<file path="src/rtl/twt_pkg.sv">
/*
  Package of the two-wire target: register offsets, field positions,
  reset values, state codes and the packed state record.
  Assumes a 12-bit byte address on the register port, 32-bit data.
*/
package twt_pkg;
  // Register byte offsets
  localparam logic [11:0] OFS_STOP = 12'h014;
  localparam logic [11:0] OFS_SUSPEND = 12'h01C;
  localparam logic [11:0] OFS_RESUME = 12'h020;
  localparam logic [11:0] OFS_ARM = 12'h030;
  localparam logic [11:0] OFS_EV_STOPPED = 12'h104;
  localparam logic [11:0] OFS_EV_ERROR = 12'h124;
  localparam logic [11:0] OFS_EV_BEGUN = 12'h14C;
  localparam logic [11:0] OFS_EV_WRITE = 12'h164;
  localparam logic [11:0] OFS_EV_READ = 12'h168;
  localparam logic [11:0] OFS_SHORTS = 12'h200;
  localparam logic [11:0] OFS_MATCH = 12'h4D4;
  localparam logic [11:0] OFS_ENABLE = 12'h500;
  localparam logic [11:0] OFS_PSEL_CLK = 12'h508;
  localparam logic [11:0] OFS_PSEL_DAT = 12'h50C;
  localparam logic [11:0] OFS_PTR = 12'h534;
  localparam logic [11:0] OFS_LIMIT = 12'h538;
  localparam logic [11:0] OFS_COUNT = 12'h53C;
  localparam logic [11:0] OFS_ADDR0 = 12'h588;
  localparam logic [11:0] OFS_ADDR1 = 12'h58C;
  localparam logic [11:0] OFS_CONFIG = 12'h594;
  // Field positions
  localparam int SHORT_READ_SUSPEND_BIT = 0;
  localparam int ENABLE_BIT = 0;
  localparam int TRIGGER_BIT = 0;
  // Widths
  localparam int NPINS = 8;
  localparam int PSEL_W = 3;
  localparam int LIM_W = 16;
  localparam int TADR_W = 7;
  // Reset values, and the number of bits in a byte
  localparam logic [TADR_W-1:0] TADR_RST = 7'h00;
  localparam logic [1:0] CONFIG_RST = 2'h1;
  localparam logic [PSEL_W-1:0] PSEL_CLK_RST = 3'h0;
  localparam logic [PSEL_W-1:0] PSEL_DAT_RST = 3'h1;
  localparam logic [3:0] BITS_PER_BYTE = 4'h8;

  // Bus engine states
  typedef enum logic [2:0] {
    ST_IDLE = 3'b000,
    ST_ADDR = 3'b001,
    ST_WAIT = 3'b010,
    ST_ACK = 3'b011,
    ST_RX = 3'b100,
    ST_SKIP = 3'b101
  } twt_state_t;

  // DMA write strobe with its data
  typedef struct packed {
    logic we;
    logic [31:0] addr;
    logic [7:0] data;
  } twt_dma_t;

  // Whole state of the target
  typedef struct packed {
    twt_state_t st;
    logic en;
    logic armed;
    logic susp;
    logic stop_req;
    logic short_rd;
    logic [1:0] cfg;
    logic [TADR_W-1:0] adr0;
    logic [TADR_W-1:0] adr1;
    logic [PSEL_W-1:0] psel_c;
    logic [PSEL_W-1:0] psel_d;
    logic [31:0] ptr;
    logic [31:0] ptr_l;
    logic [LIM_W-1:0] lim;
    logic [LIM_W-1:0] lim_l;
    logic [LIM_W-1:0] amount;
    logic match;
    logic [7:0] shr;
    logic [3:0] bitc;
    logic ev_stop;
    logic ev_err;
    logic ev_begun;
    logic ev_wr;
    logic ev_rd;
    logic scl_p;
    logic sda_p;
    logic scl_oe;
    logic sda_oe;
    logic [31:0] rdata;
    twt_dma_t dma;
    logic [NPINS-1:0] pad_o;
    logic [NPINS-1:0] pad_oe;
  } twt_state_rec_t;
endpackage

</file>
<file path="src/rtl/twt_sync.sv">
/*
  Two-flop synchroniser for a vector of pad levels.
  Assumes each bit is an independent level from outside the clock domain.
*/
`timescale 1ns/1ps
module twt_sync #(
  parameter int W = 8
) (
  input wire logic clock, // System clock
  input wire logic sys_rst, // Asynchronous reset, active high
  input wire logic [W-1:0] d, // Raw levels
  output logic [W-1:0] q // Synchronised levels
);
  logic [W-1:0] meta_r; // First stage, read only by the second

  // Two stages; pads idle high, so reset to ones avoids a false start
  always_ff @(posedge clock or posedge sys_rst) begin
    if (sys_rst) begin
      meta_r <= '1;
      q <= '1;
    end else begin
      meta_r <= d;
      q <= meta_r;
    end
  end
endmodule // twt_sync

</file>
<file path="src/rtl/twt_target.sv">
/*
  Two-wire target that answers master write commands and stores the
  received bytes through a DMA write port, with tasks, events and pin
  selection reached over a plain register port.
  Assumes the DMA port accepts one byte every cycle without waiting and
  that the pads carry open-drain wires with pull-ups outside.
*/
// Behaviour
// - Start, address, direction zero is write
// - Compare against two configurable addresses
// - Acknowledge matches only, raise write event
// - New commands detected from idle, receive or skip
// - Arm task sets hidden armed flag
// - Armed write command enters receive state
// - Not armed: hold clock low until armed
// - Entering receive: begun event, disarm
// - Repeated start in receive begins a new address phase
// - Stop condition: halted event, disarm, idle
// - Bytes past limit dropped, refused, error
// - Pointer and limit latched at begun
// - Stop task halts, event, disarm, idle
// - Forced halt releases lines, always signals
// - Acknowledge bytes within limit, count them
// - Suspend holds clock low until resume
// - Shortcut: read event triggers suspend
// - Pin selections apply only while enabled
// - Enabled block starts idle, ready
`timescale 1ns/1ps
module twt_target
  import twt_pkg::*;
(
  input wire logic clock, // System clock, 100 MHz
  input wire logic sys_rst, // Asynchronous reset, active high
  input wire logic [11:0] reg_addr, // Register byte address
  input wire logic [31:0] reg_wdata, // Register write data
  input wire logic reg_wr, // Write strobe
  input wire logic reg_rd, // Read strobe
  output logic [31:0] reg_rdata, // Read data, cycle after the strobe
  output twt_dma_t dma_out, // DMA byte write
  input wire logic [NPINS-1:0] gpio_out, // Plain port output levels
  input wire logic [NPINS-1:0] gpio_oe, // Plain port output enables
  input wire logic [NPINS-1:0] pad_in, // Pad levels
  output logic [NPINS-1:0] pad_out, // Pad output levels
  output logic [NPINS-1:0] pad_oe // Pad output enables
);
  twt_state_rec_t s_r; // Registered state
  twt_state_rec_t s_nxt; // Next state
  logic [NPINS-1:0] pad_s; // Synchronised pad levels
  logic scl_s; // Selected clock line
  logic sda_s; // Selected data line
  logic start_c; // Start or repeated start seen
  logic stop_c; // Stop seen
  logic scl_rise; // Clock line rose
  logic scl_fall; // Clock line fell
  logic hit0; // Address 0 matches
  logic hit1; // Address 1 matches
  logic trig; // Written word triggers a task

  // All pads pass two flops before anything looks at them
  twt_sync #(.W(NPINS)) u_sync (
    .clock(clock),
    .sys_rst(sys_rst),
    .d(pad_in),
    .q(pad_s)
  );

  // Line selection, conditions and address compare
  always_comb begin
    scl_s = pad_s[s_r.psel_c];
    sda_s = pad_s[s_r.psel_d];
    // Data moving while the clock is high marks a condition
    start_c = scl_s && s_r.scl_p && s_r.sda_p && !sda_s;
    stop_c = scl_s && s_r.scl_p && !s_r.sda_p && sda_s;
    scl_rise = scl_s && !s_r.scl_p;
    scl_fall = !scl_s && s_r.scl_p;
    // Both addresses are checked at once, each gated by its enable
    hit0 = s_r.cfg[0] && (s_r.shr[7:1] == s_r.adr0);
    hit1 = s_r.cfg[1] && (s_r.shr[7:1] == s_r.adr1);
    trig = reg_wdata[TRIGGER_BIT];
  end

  // Next-state logic: register port, then bus engine, then tasks
  always_comb begin
    s_nxt = s_r;
    s_nxt.scl_p = scl_s;
    s_nxt.sda_p = sda_s;
    s_nxt.rdata = 32'h0000_0000;
    s_nxt.dma.we = 1'b0;

    // Configuration writes and event clears
    if (reg_wr) begin
      case (reg_addr)
        OFS_EV_STOPPED: s_nxt.ev_stop = reg_wdata[0];
        OFS_EV_ERROR: s_nxt.ev_err = reg_wdata[0];
        OFS_EV_BEGUN: s_nxt.ev_begun = reg_wdata[0];
        OFS_EV_WRITE: s_nxt.ev_wr = reg_wdata[0];
        OFS_EV_READ: s_nxt.ev_rd = reg_wdata[0];
        OFS_SHORTS: s_nxt.short_rd = reg_wdata[SHORT_READ_SUSPEND_BIT];
        OFS_ENABLE: s_nxt.en = reg_wdata[ENABLE_BIT];
        // Pin choice is taken as written; changing it live is unsafe
        OFS_PSEL_CLK: s_nxt.psel_c = reg_wdata[PSEL_W-1:0];
        OFS_PSEL_DAT: s_nxt.psel_d = reg_wdata[PSEL_W-1:0];
        OFS_PTR: s_nxt.ptr = reg_wdata;
        OFS_LIMIT: s_nxt.lim = reg_wdata[LIM_W-1:0];
        OFS_ADDR0: s_nxt.adr0 = reg_wdata[TADR_W-1:0];
        OFS_ADDR1: s_nxt.adr1 = reg_wdata[TADR_W-1:0];
        OFS_CONFIG: s_nxt.cfg = reg_wdata[1:0];
        default: begin
          // Tasks are handled elsewhere; unmapped addresses are ignored
        end
      endcase
    end

    // Read path, one cycle late; unmapped reads return zero
    if (reg_rd) begin
      case (reg_addr)
        OFS_EV_STOPPED: s_nxt.rdata = {31'h0, s_r.ev_stop};
        OFS_EV_ERROR: s_nxt.rdata = {31'h0, s_r.ev_err};
        OFS_EV_BEGUN: s_nxt.rdata = {31'h0, s_r.ev_begun};
        OFS_EV_WRITE: s_nxt.rdata = {31'h0, s_r.ev_wr};
        OFS_EV_READ: s_nxt.rdata = {31'h0, s_r.ev_rd};
        OFS_SHORTS: s_nxt.rdata = {31'h0, s_r.short_rd};
        OFS_MATCH: s_nxt.rdata = {31'h0, s_r.match};
        OFS_ENABLE: s_nxt.rdata = {31'h0, s_r.en};
        OFS_PSEL_CLK: s_nxt.rdata = {29'h0, s_r.psel_c};
        OFS_PSEL_DAT: s_nxt.rdata = {29'h0, s_r.psel_d};
        OFS_PTR: s_nxt.rdata = s_r.ptr;
        OFS_LIMIT: s_nxt.rdata = {16'h0, s_r.lim};
        OFS_COUNT: s_nxt.rdata = {16'h0, s_r.amount};
        OFS_ADDR0: s_nxt.rdata = {25'h0, s_r.adr0};
        OFS_ADDR1: s_nxt.rdata = {25'h0, s_r.adr1};
        OFS_CONFIG: s_nxt.rdata = {30'h0, s_r.cfg};
        default: s_nxt.rdata = 32'h0000_0000;
      endcase
    end

    // Bus engine
    if (!s_r.en) begin
      // Disabled: engine parked idle with both lines released
      s_nxt.st = ST_IDLE;
      s_nxt.scl_oe = 1'b0;
      s_nxt.sda_oe = 1'b0;
    end else if (s_r.stop_req) begin
      // Forced halt wins over anything on the bus
      s_nxt.st = ST_IDLE;
      s_nxt.armed = 1'b0;
      s_nxt.susp = 1'b0;
      s_nxt.stop_req = 1'b0;
      s_nxt.scl_oe = 1'b0;
      s_nxt.sda_oe = 1'b0;
      s_nxt.ev_stop = 1'b1;
    end else if (stop_c) begin
      // Stop ends any transaction in progress
      if (s_r.st != ST_IDLE) begin
        s_nxt.ev_stop = 1'b1;
        s_nxt.armed = 1'b0;
      end
      s_nxt.st = ST_IDLE;
      s_nxt.sda_oe = 1'b0;
    end else if (start_c) begin
      // A repeated start in receive or skip goes straight to a fresh
      // address phase, as a start from idle does
      if (s_r.st == ST_IDLE || s_r.st == ST_RX || s_r.st == ST_SKIP) begin
        s_nxt.st = ST_ADDR;
        s_nxt.bitc = 4'h0;
        s_nxt.sda_oe = 1'b0;
      end
    end else begin
      case (s_r.st)
        ST_IDLE: begin
          // Waits for a start condition
          s_nxt.sda_oe = 1'b0;
        end
        ST_ADDR: begin
          if (scl_rise) begin
            s_nxt.shr = {s_r.shr[6:0], sda_s};
            s_nxt.bitc = s_r.bitc + 4'h1;
          end else if (scl_fall && s_r.bitc == BITS_PER_BYTE) begin
            if (hit0 || hit1) begin
              s_nxt.match = hit1 && !hit0;
              if (!s_r.shr[0]) begin
                // Write command taken; acknowledge may wait for arming
                s_nxt.ev_wr = 1'b1;
                if (s_r.armed) begin
                  s_nxt.st = ST_ACK;
                  s_nxt.sda_oe = 1'b1;
                  s_nxt.ev_begun = 1'b1;
                  s_nxt.armed = 1'b0;
                  s_nxt.ptr_l = s_r.ptr;
                  s_nxt.lim_l = s_r.lim;
                  s_nxt.amount = '0;
                end else begin
                  s_nxt.st = ST_WAIT;
                end
              end else begin
                // Read responses belong to another engine
                s_nxt.ev_rd = 1'b1;
                if (s_r.short_rd) begin
                  s_nxt.susp = 1'b1;
                end
                s_nxt.st = ST_SKIP;
              end
            end else begin
              // Not ours: answer nothing so the master sees a refusal
              s_nxt.st = ST_SKIP;
            end
          end
        end
        ST_WAIT: begin
          // Clock is held below; release it together with the acknowledge
          if (s_r.armed) begin
            s_nxt.st = ST_ACK;
            s_nxt.sda_oe = 1'b1;
            s_nxt.ev_begun = 1'b1;
            s_nxt.armed = 1'b0;
            s_nxt.ptr_l = s_r.ptr;
            s_nxt.lim_l = s_r.lim;
            s_nxt.amount = '0;
          end
        end
        ST_ACK: begin
          // Acknowledge bit ends on the next falling clock
          if (scl_fall) begin
            s_nxt.sda_oe = 1'b0;
            s_nxt.bitc = 4'h0;
            s_nxt.st = ST_RX;
          end
        end
        ST_RX: begin
          if (scl_rise) begin
            s_nxt.shr = {s_r.shr[6:0], sda_s};
            s_nxt.bitc = s_r.bitc + 4'h1;
          end else if (scl_fall && s_r.bitc == BITS_PER_BYTE) begin
            s_nxt.st = ST_ACK;
            if (s_r.amount < s_r.lim_l) begin
              // Room left: store and acknowledge
              s_nxt.dma.we = 1'b1;
              s_nxt.dma.addr = s_r.ptr_l + {16'h0, s_r.amount};
              s_nxt.dma.data = s_r.shr;
              s_nxt.amount = s_r.amount + 16'h1;
              s_nxt.sda_oe = 1'b1;
            end else begin
              // Buffer full: byte dropped, data line left high
              s_nxt.sda_oe = 1'b0;
              s_nxt.ev_err = 1'b1;
            end
          end
        end
        ST_SKIP: begin
          // Ignores the bus until a stop or a new start
          s_nxt.sda_oe = 1'b0;
        end
        default: begin
          s_nxt.st = ST_IDLE;
        end
      endcase
    end

    // Clock hold: waiting for arming, or suspended once the clock is low
    s_nxt.scl_oe = s_r.en && !s_r.stop_req &&
                   ((s_nxt.st == ST_WAIT) ||
                    (s_nxt.susp && (!scl_s || s_r.scl_oe)));

    // Tasks come last so that a trigger beats a clear in the same cycle
    if (reg_wr && trig) begin
      case (reg_addr)
        OFS_ARM: s_nxt.armed = 1'b1;
        OFS_STOP: s_nxt.stop_req = 1'b1;
        OFS_SUSPEND: s_nxt.susp = 1'b1;
        OFS_RESUME: s_nxt.susp = 1'b0;
        default: begin
          // Not a task
        end
      endcase
    end

    // Pads: selected pins follow the engine only while enabled
    for (int i = 0; i < NPINS; i++) begin
      if (s_r.en && s_r.psel_c == PSEL_W'(i)) begin
        s_nxt.pad_o[i] = 1'b0;
        s_nxt.pad_oe[i] = s_nxt.scl_oe;
      end else if (s_r.en && s_r.psel_d == PSEL_W'(i)) begin
        s_nxt.pad_o[i] = 1'b0;
        s_nxt.pad_oe[i] = s_nxt.sda_oe;
      end else begin
        s_nxt.pad_o[i] = gpio_out[i];
        s_nxt.pad_oe[i] = gpio_oe[i];
      end
    end
  end

  // One register for the whole state
  always_ff @(posedge clock or posedge sys_rst) begin
    if (sys_rst) begin
      s_r <= '0;
      s_r.st <= ST_IDLE;
      s_r.cfg <= CONFIG_RST;
      s_r.adr0 <= TADR_RST;
      s_r.adr1 <= TADR_RST;
      s_r.psel_c <= PSEL_CLK_RST;
      s_r.psel_d <= PSEL_DAT_RST;
      s_r.scl_p <= 1'b1;
      s_r.sda_p <= 1'b1;
    end else begin
      s_r <= s_nxt;
    end
  end

  // Outputs straight from the state register
  assign reg_rdata = s_r.rdata;
  assign dma_out = s_r.dma;
  assign pad_out = s_r.pad_o;
  assign pad_oe = s_r.pad_oe;
endmodule // twt_target

</file>
<file path="config.mk">
export PLATFORM = sky130hd
export DESIGN_NAME = twt_target
export DESIGN_NICKNAME = d
export VERILOG_FILES = /design/src/rtl/twt_pkg.sv /design/src/rtl/twt_sync.sv /design/src/rtl/twt_target.sv
export SDC_FILE = /design/constraint.sdc
export NUM_CORES = 1
export LEC_CHECK = 0
export BUFFER_PORTS_ARGS = -buffer_cell sky130_fd_sc_hd__buf_2
export CORE_ASPECT_RATIO = 0.9
export CORE_MARGIN = 2
export CORE_UTILIZATION = 45
export CTS_CLUSTER_SIZE = 40
export DETAILED_ROUTE_END_ITERATION = 16
export PLACE_DENSITY = 0.75
export SLEW_MARGIN = 10
export SYNTH_ARGS = -nofsm -noshare
export SYNTH_HDL_FRONTEND = slang
export SYNTH_HIERARCHICAL = 1
export SYNTH_SLANG_ARGS = --single-unit
</file>
<file path="constraint.sdc">
create_clock -name clock -period 11.8 [get_ports clock]
set_clock_uncertainty 0.2 [all_clocks]
set_input_delay 2.36 -clock clock [delete_from_list [all_inputs] [get_ports clock]]
set_output_delay 2.36 -clock clock [all_outputs]
set_load 0.05 [all_outputs]
</file>
======== Word level (Yosys, flattened, before mapping) ========
Index checks and enable logic that the tools add are counted.
operators by class
  reductions and logical operators ........ 66
  add/subtract/negate cells ............... 3
  mux-type cells .......................... 140
  equality and inequality tests ........... 53
  $lt $le $gt $ge ......................... 3
  bitwise logic cells ..................... 4
operators with widths
  kind                   count
  $pmux 32 s16           1
  $mux 41                8
  $mux 32                8
  $eq 12x11->1 const B   10
  $mux 33                3
  $mux 1                 72
  $pmux 32 s2            1
  $eq 12x9->1 const B    5
  $mux 3                 18
  $mux 16                3
  $pmux 16 s3            1
  $add 32x16->32         1
  $pmux 16 s2            1
  $logic_and 1x1->1      31
  $eq 3x3->1 const B     10
  $eq 12x5->1 const B    2
  $eq 12x6->1 const B    2
  $mux 4                 6
  $eq 3x2->1 const B     7
  $reduce_and 2->1       9
  $add 16x1->16 const B  1
  $lt 16x16->1           1
  $reduce_and 8->1       2
  $pmux 3 s5             1
  28 further kinds       65
word-level totals
  word-level logic and storage cells ...... 305
  register bits after elaboration ......... 269
  input port bits ......................... 72
  output and inout bits ................... 89

======== Logic depth before layout (Yosys ltp) ========
  word-level depth ........................ 16
  mapped depth ............................ 13
  depth with buffers taken out ............ 12

======== Cells and area by module ========
Netlist, hierarchy kept.
modules (own cells, without submodules)
  module      cells an instance  times used  area an instance (µm²)  seq. area each (µm²)
  twt_target  1245               1           13062.5                 6336.1
  twt_sync    17                 1           424.2                   420.4

======== Worst setup path before layout ========
No wires, ideal clock.
  path type ............................... in2reg
  start ................................... in reg_addr[9]
  end ..................................... reg s_r[236] in the netlist's numbering
  setup time .............................. 125 ps
  arrival time ............................ 4434 ps
  path buffers ............................ 0
  required time ........................... 11475 ps
  slack ................................... 7042 ps
  cell stages on the path ................. 7
  cells stage by stage .................... nor2_1 > and3_1 > nand3b_1 > nor4_1 > nand2_1 > nor2_1 > mux2_2
between the ends
  word-level cells in the longest chain between the ends .. 2
ends and longest elaborated chain
  element                     line               text
  start: declaration          twt_target.sv:34   input wire logic [11:0] reg_addr,
  $eq 12x11->1                twt_target.sv:92   case (reg_addr)
  $reduce_and 2->1 (no line)  -
  end signal: assignment      twt_target.sv:305  s_r <= s_nxt;
  end: declaration            twt_target.sv:46   twt_state_rec_t s_r;
No other way between the ends.
A chain may end at the register's enable or synchronous reset.

==> results.yml <==
status:
  status: "finished clean"
critical_path:
  cpMostUsedCell: "mux2i_1"
  start_kind: "flop"
  cp-end-kind: "flop"
  required_ps: 12050
  path_max_fanout: 70
  crit_type: "reg2reg"
  slowest_delay_ps: 620
  path_buf_inv: 2
  crit_family: "multiplexers"
  worstPathCellList: "mux4_2 -> mux2i_4 -> inv_2 -> or4_1 -> a21oi_2 -> o2111a_2 -> buf_4 -> nor2_1 -> o21ai_1 -> mux2i_1 -> mux2i_1"
  worstPathArrival_ps: 4770
  critPathSlowestCell: "or4_1"
layout:
  fillers: 2680
  area_growth_pct: 10.7
  insertedDiodeCount: 0
  layout_common_cells: "dfrtp_1, buf_2, nand2_1"
  layout-drive-gt1-share_pct: 28.4
  multi_input_area_um2: 5660
  final_nets: 1429
  regArea_um2: 6760
  final_common_cell: "dfrtp_1"
routing:
  drc_errors: 0
  drt_iter0_drc: 806
  wl_per_cell_um: 18.5
  drt-total-wl_um: 32300
  vias: 9677
  ant_nets: 0
  routed_via_density: 5.54
  drt_pass1_iterations: 8
power_and_ir_drop:
  clkPwrFrac_pct: 46.6
  p_sw_uw: 427
  comb_power_share_pct: 3.6
  power.total_uw: 1880
  ir_drop_uv: 102
  power_density_nw_per_um2: 126
  p_int_uw: 1450
  swShare_pct: 22.7
  power.leakage_uw: 0.00725
  seqPwrFrac_pct: 49.8
yosys:
  async_reset_ff_share_pct: 100
  synthFlopType: "dfrtp_1"
  synth_cell_types: 70
  synth.avg_cell_area_um2: 10.7
  syn_nets: 1369
  yosysWarnings: 6
  synth_edf_count: 0
  ys_seq_area_share_pct: 50.1
  syn_area_um2: 13500
  synth-seq-cells: 269
  synth_cells: 1262
cts:
  clock_tree.buffer_depth: 3
  postCtsSetupBuffers: 0
  cts_hold_buf: 0
  cts_resized: 0
  clock_sinks: 269
  htreeDepth: 1
  cts_made_buffers: 28
  clk_pin_slew_ps: 60
  root_buffer: "clkbuf_16"
  cts_tree: "yes"
  clock_latency_ps: 540
global_route:
  antenna_found_initial: 0
  grt_usage_pct: 20.6
  overflow: 0
  grt_pass1_wl_um: 52700
  grt_max_degree: 122
  first_global_vias: 9701
floorplan:
  rows: 60
  core_area_um2: 29700
  start_util_pct: 45.4
  fp.dieW_um: 186
  io_pins: 161
  die_y_um: 168
  die-area_um2: 31400
sta:
  hold_viol: 0
  slew_viol_final: 0
  fmax_mhz: 221
  finalCritPeriodShare_pct: 38.3
  setup_viol: 0
  tns_ps: 0
  tightest_slew_ps: 1030
  rsz0062_at_grt: "false"
  slew_headroom_pct: 31.3
  period_needed_ps: 4520
place:
  hpwl_um: 22800
  gp_congestion: 0.938
  io_buffers: 160
job:
  maxCapViolCount: 0
worst_hold_path:
  min_path_type: "reg2reg"
[Yosys cell counts (4+ instances only)]
cell,number,area share [%]
nand4_1,16,0.74
a221oi_1,4,0.26
buf_4,90,5.0
a222oi_1,7,0.52
a22oi_1,21,1.2
buf_1,5,0.14
or3_1,5,0.23
and3_1,35,1.6
o41ai_1,5,0.32
clkbuf_1,40,1.1
dfstp_2,20,3.9
mux2i_1,18,1.3
dfrtp_1,249,46
mux4_2,4,0.67
inv_1,51,1.4
o21ai_0,88,3.3
xnor2_1,26,1.7
and4_1,5,0.32
nor2_1,64,1.8
nand2b_1,7,0.32
nor3_1,15,0.56
ha_1,34,3.2
nor2b_1,9,0.42
nand2_1,127,3.5
a21o_1,11,0.61
xor2_1,17,1.1
nand3_1,29,1.1
nor4b_1,4,0.26
mux2_2,124,10
a21oi_1,39,1.4
a31oi_1,13,0.60
o31ai_1,14,0.78
nor4_1,11,0.51
[worst register-to-register path, stage by stage, from the launching register on]
cell and delay, ps:
dfrtp_1 600, mux4_2 600, mux2i_4 260, inv_2 120, or4_1 630, a21oi_2 260, o2111a_2 200, buf_4 620
nor2_1 130, o21ai_1 450, mux2i_1 150, mux2i_1 220
[path summary, 6_finish.rpt]
| check | to | depth (start not counted) | slack, ps | from |
|---|---|---|---|---|
| worst max-delay path | pad_oe[5] | 11 | 7280 | s_r[227] |
| worst min-delay path | u_sync/q[5] | 0 | 150 | u_sync/meta_r[5] |
| min in group asynchronous | s_r[224] | 2 | 1790 | sys_rst |
| worst min register to register | u_sync/q[5] | 0 | 150 | u_sync/meta_r[5] |
| worst max register to register | pad_oe[5] | 11 | 7280 | s_r[227] |
| max in group asynchronous | s_r[222] | 3 | 8070 | sys_rst |
[per-stage QoR]
| stage | hold slack (ps) | worst slack (ps) | util [%] | cells | instance area, um2 |
|---|---|---|---|---|---|
| 2_1_floorplan | 145 | 2290 | - | 1262 | 13500 |
| 3_3_place_gp | 148 | 7000 | 47.1 | 1695 | 14000 |
| 3_5_place_dp | 147 | 6910 | 47.1 | 1695 | 14000 |
| 4_1_cts | 155 | 7310 | 50.2 | 1746 | 14900 |
| 5_1_grt | 159 | 6990 | 50.2 | 1746 | 14900 |
| 6_report | 155 | 7280 | 50.2 | 1746 | 14900 |
[state kept, by name, indices dropped and copies added (netlist names)]
| register | count |
|---|---|
| pad_oe | 8 |
| reg_rdata | 32 |
| dma_out | 41 |
| s_r | 164 |
| u_sync/q | 8 |
| pad_out | 8 |
| u_sync/meta_r | 8 |
[cell families after synthesis]
logic type | after synthesis | synth area share, %
AND/OR/NAND/NOR | 340 | 12.1
AO/OA/AOI/OAI | 235 | 11.1
flip-flops | 269 | 50.1
adder cells (fa/ha/maj) | 35 | 3.30
XOR/XNOR | 43 | 2.79
buffers and inverters | 193 | 8.07
multiplexers | 147 | 12.5
[metal layers]
metal	track usage [%]	wire length, um	vias to the layer above
li1	-	-	4499
met1	29.7	14800	4753
met2	31.9	14400	355
met3	3.21	2150	70
met4	7.18	969	0
met5	0	0	-
[cell type report]
| cell class | instances | share of cell area, % |
|---|---|---|
| clock buffers | 35 | 5.35 |
| well taps | 403 | 3.38 |
| clock inverters | 16 | 0.846 |
| flip-flops and latches | 269 | 45.2 |
| multi-input cells | 800 | 37.9 |
| repair buffers | 171 | 5.92 |
| inverters | 52 | 1.36 |
[power by group through the flow]
stage / registers, uW / logic [uW] / clock network, uW
2_1_floorplan: 952 / 43.7 / 0
3_3_place_gp: 953 / 67.2 / 0
3_5_place_dp: 954 / 68.2 / 0
4_1_cts: 937 / 68.4 / 891
5_1_grt: 937 / 74.7 / 932
6_report: 937 / 67.2 / 876
Power figures use the tool's default switching activity.
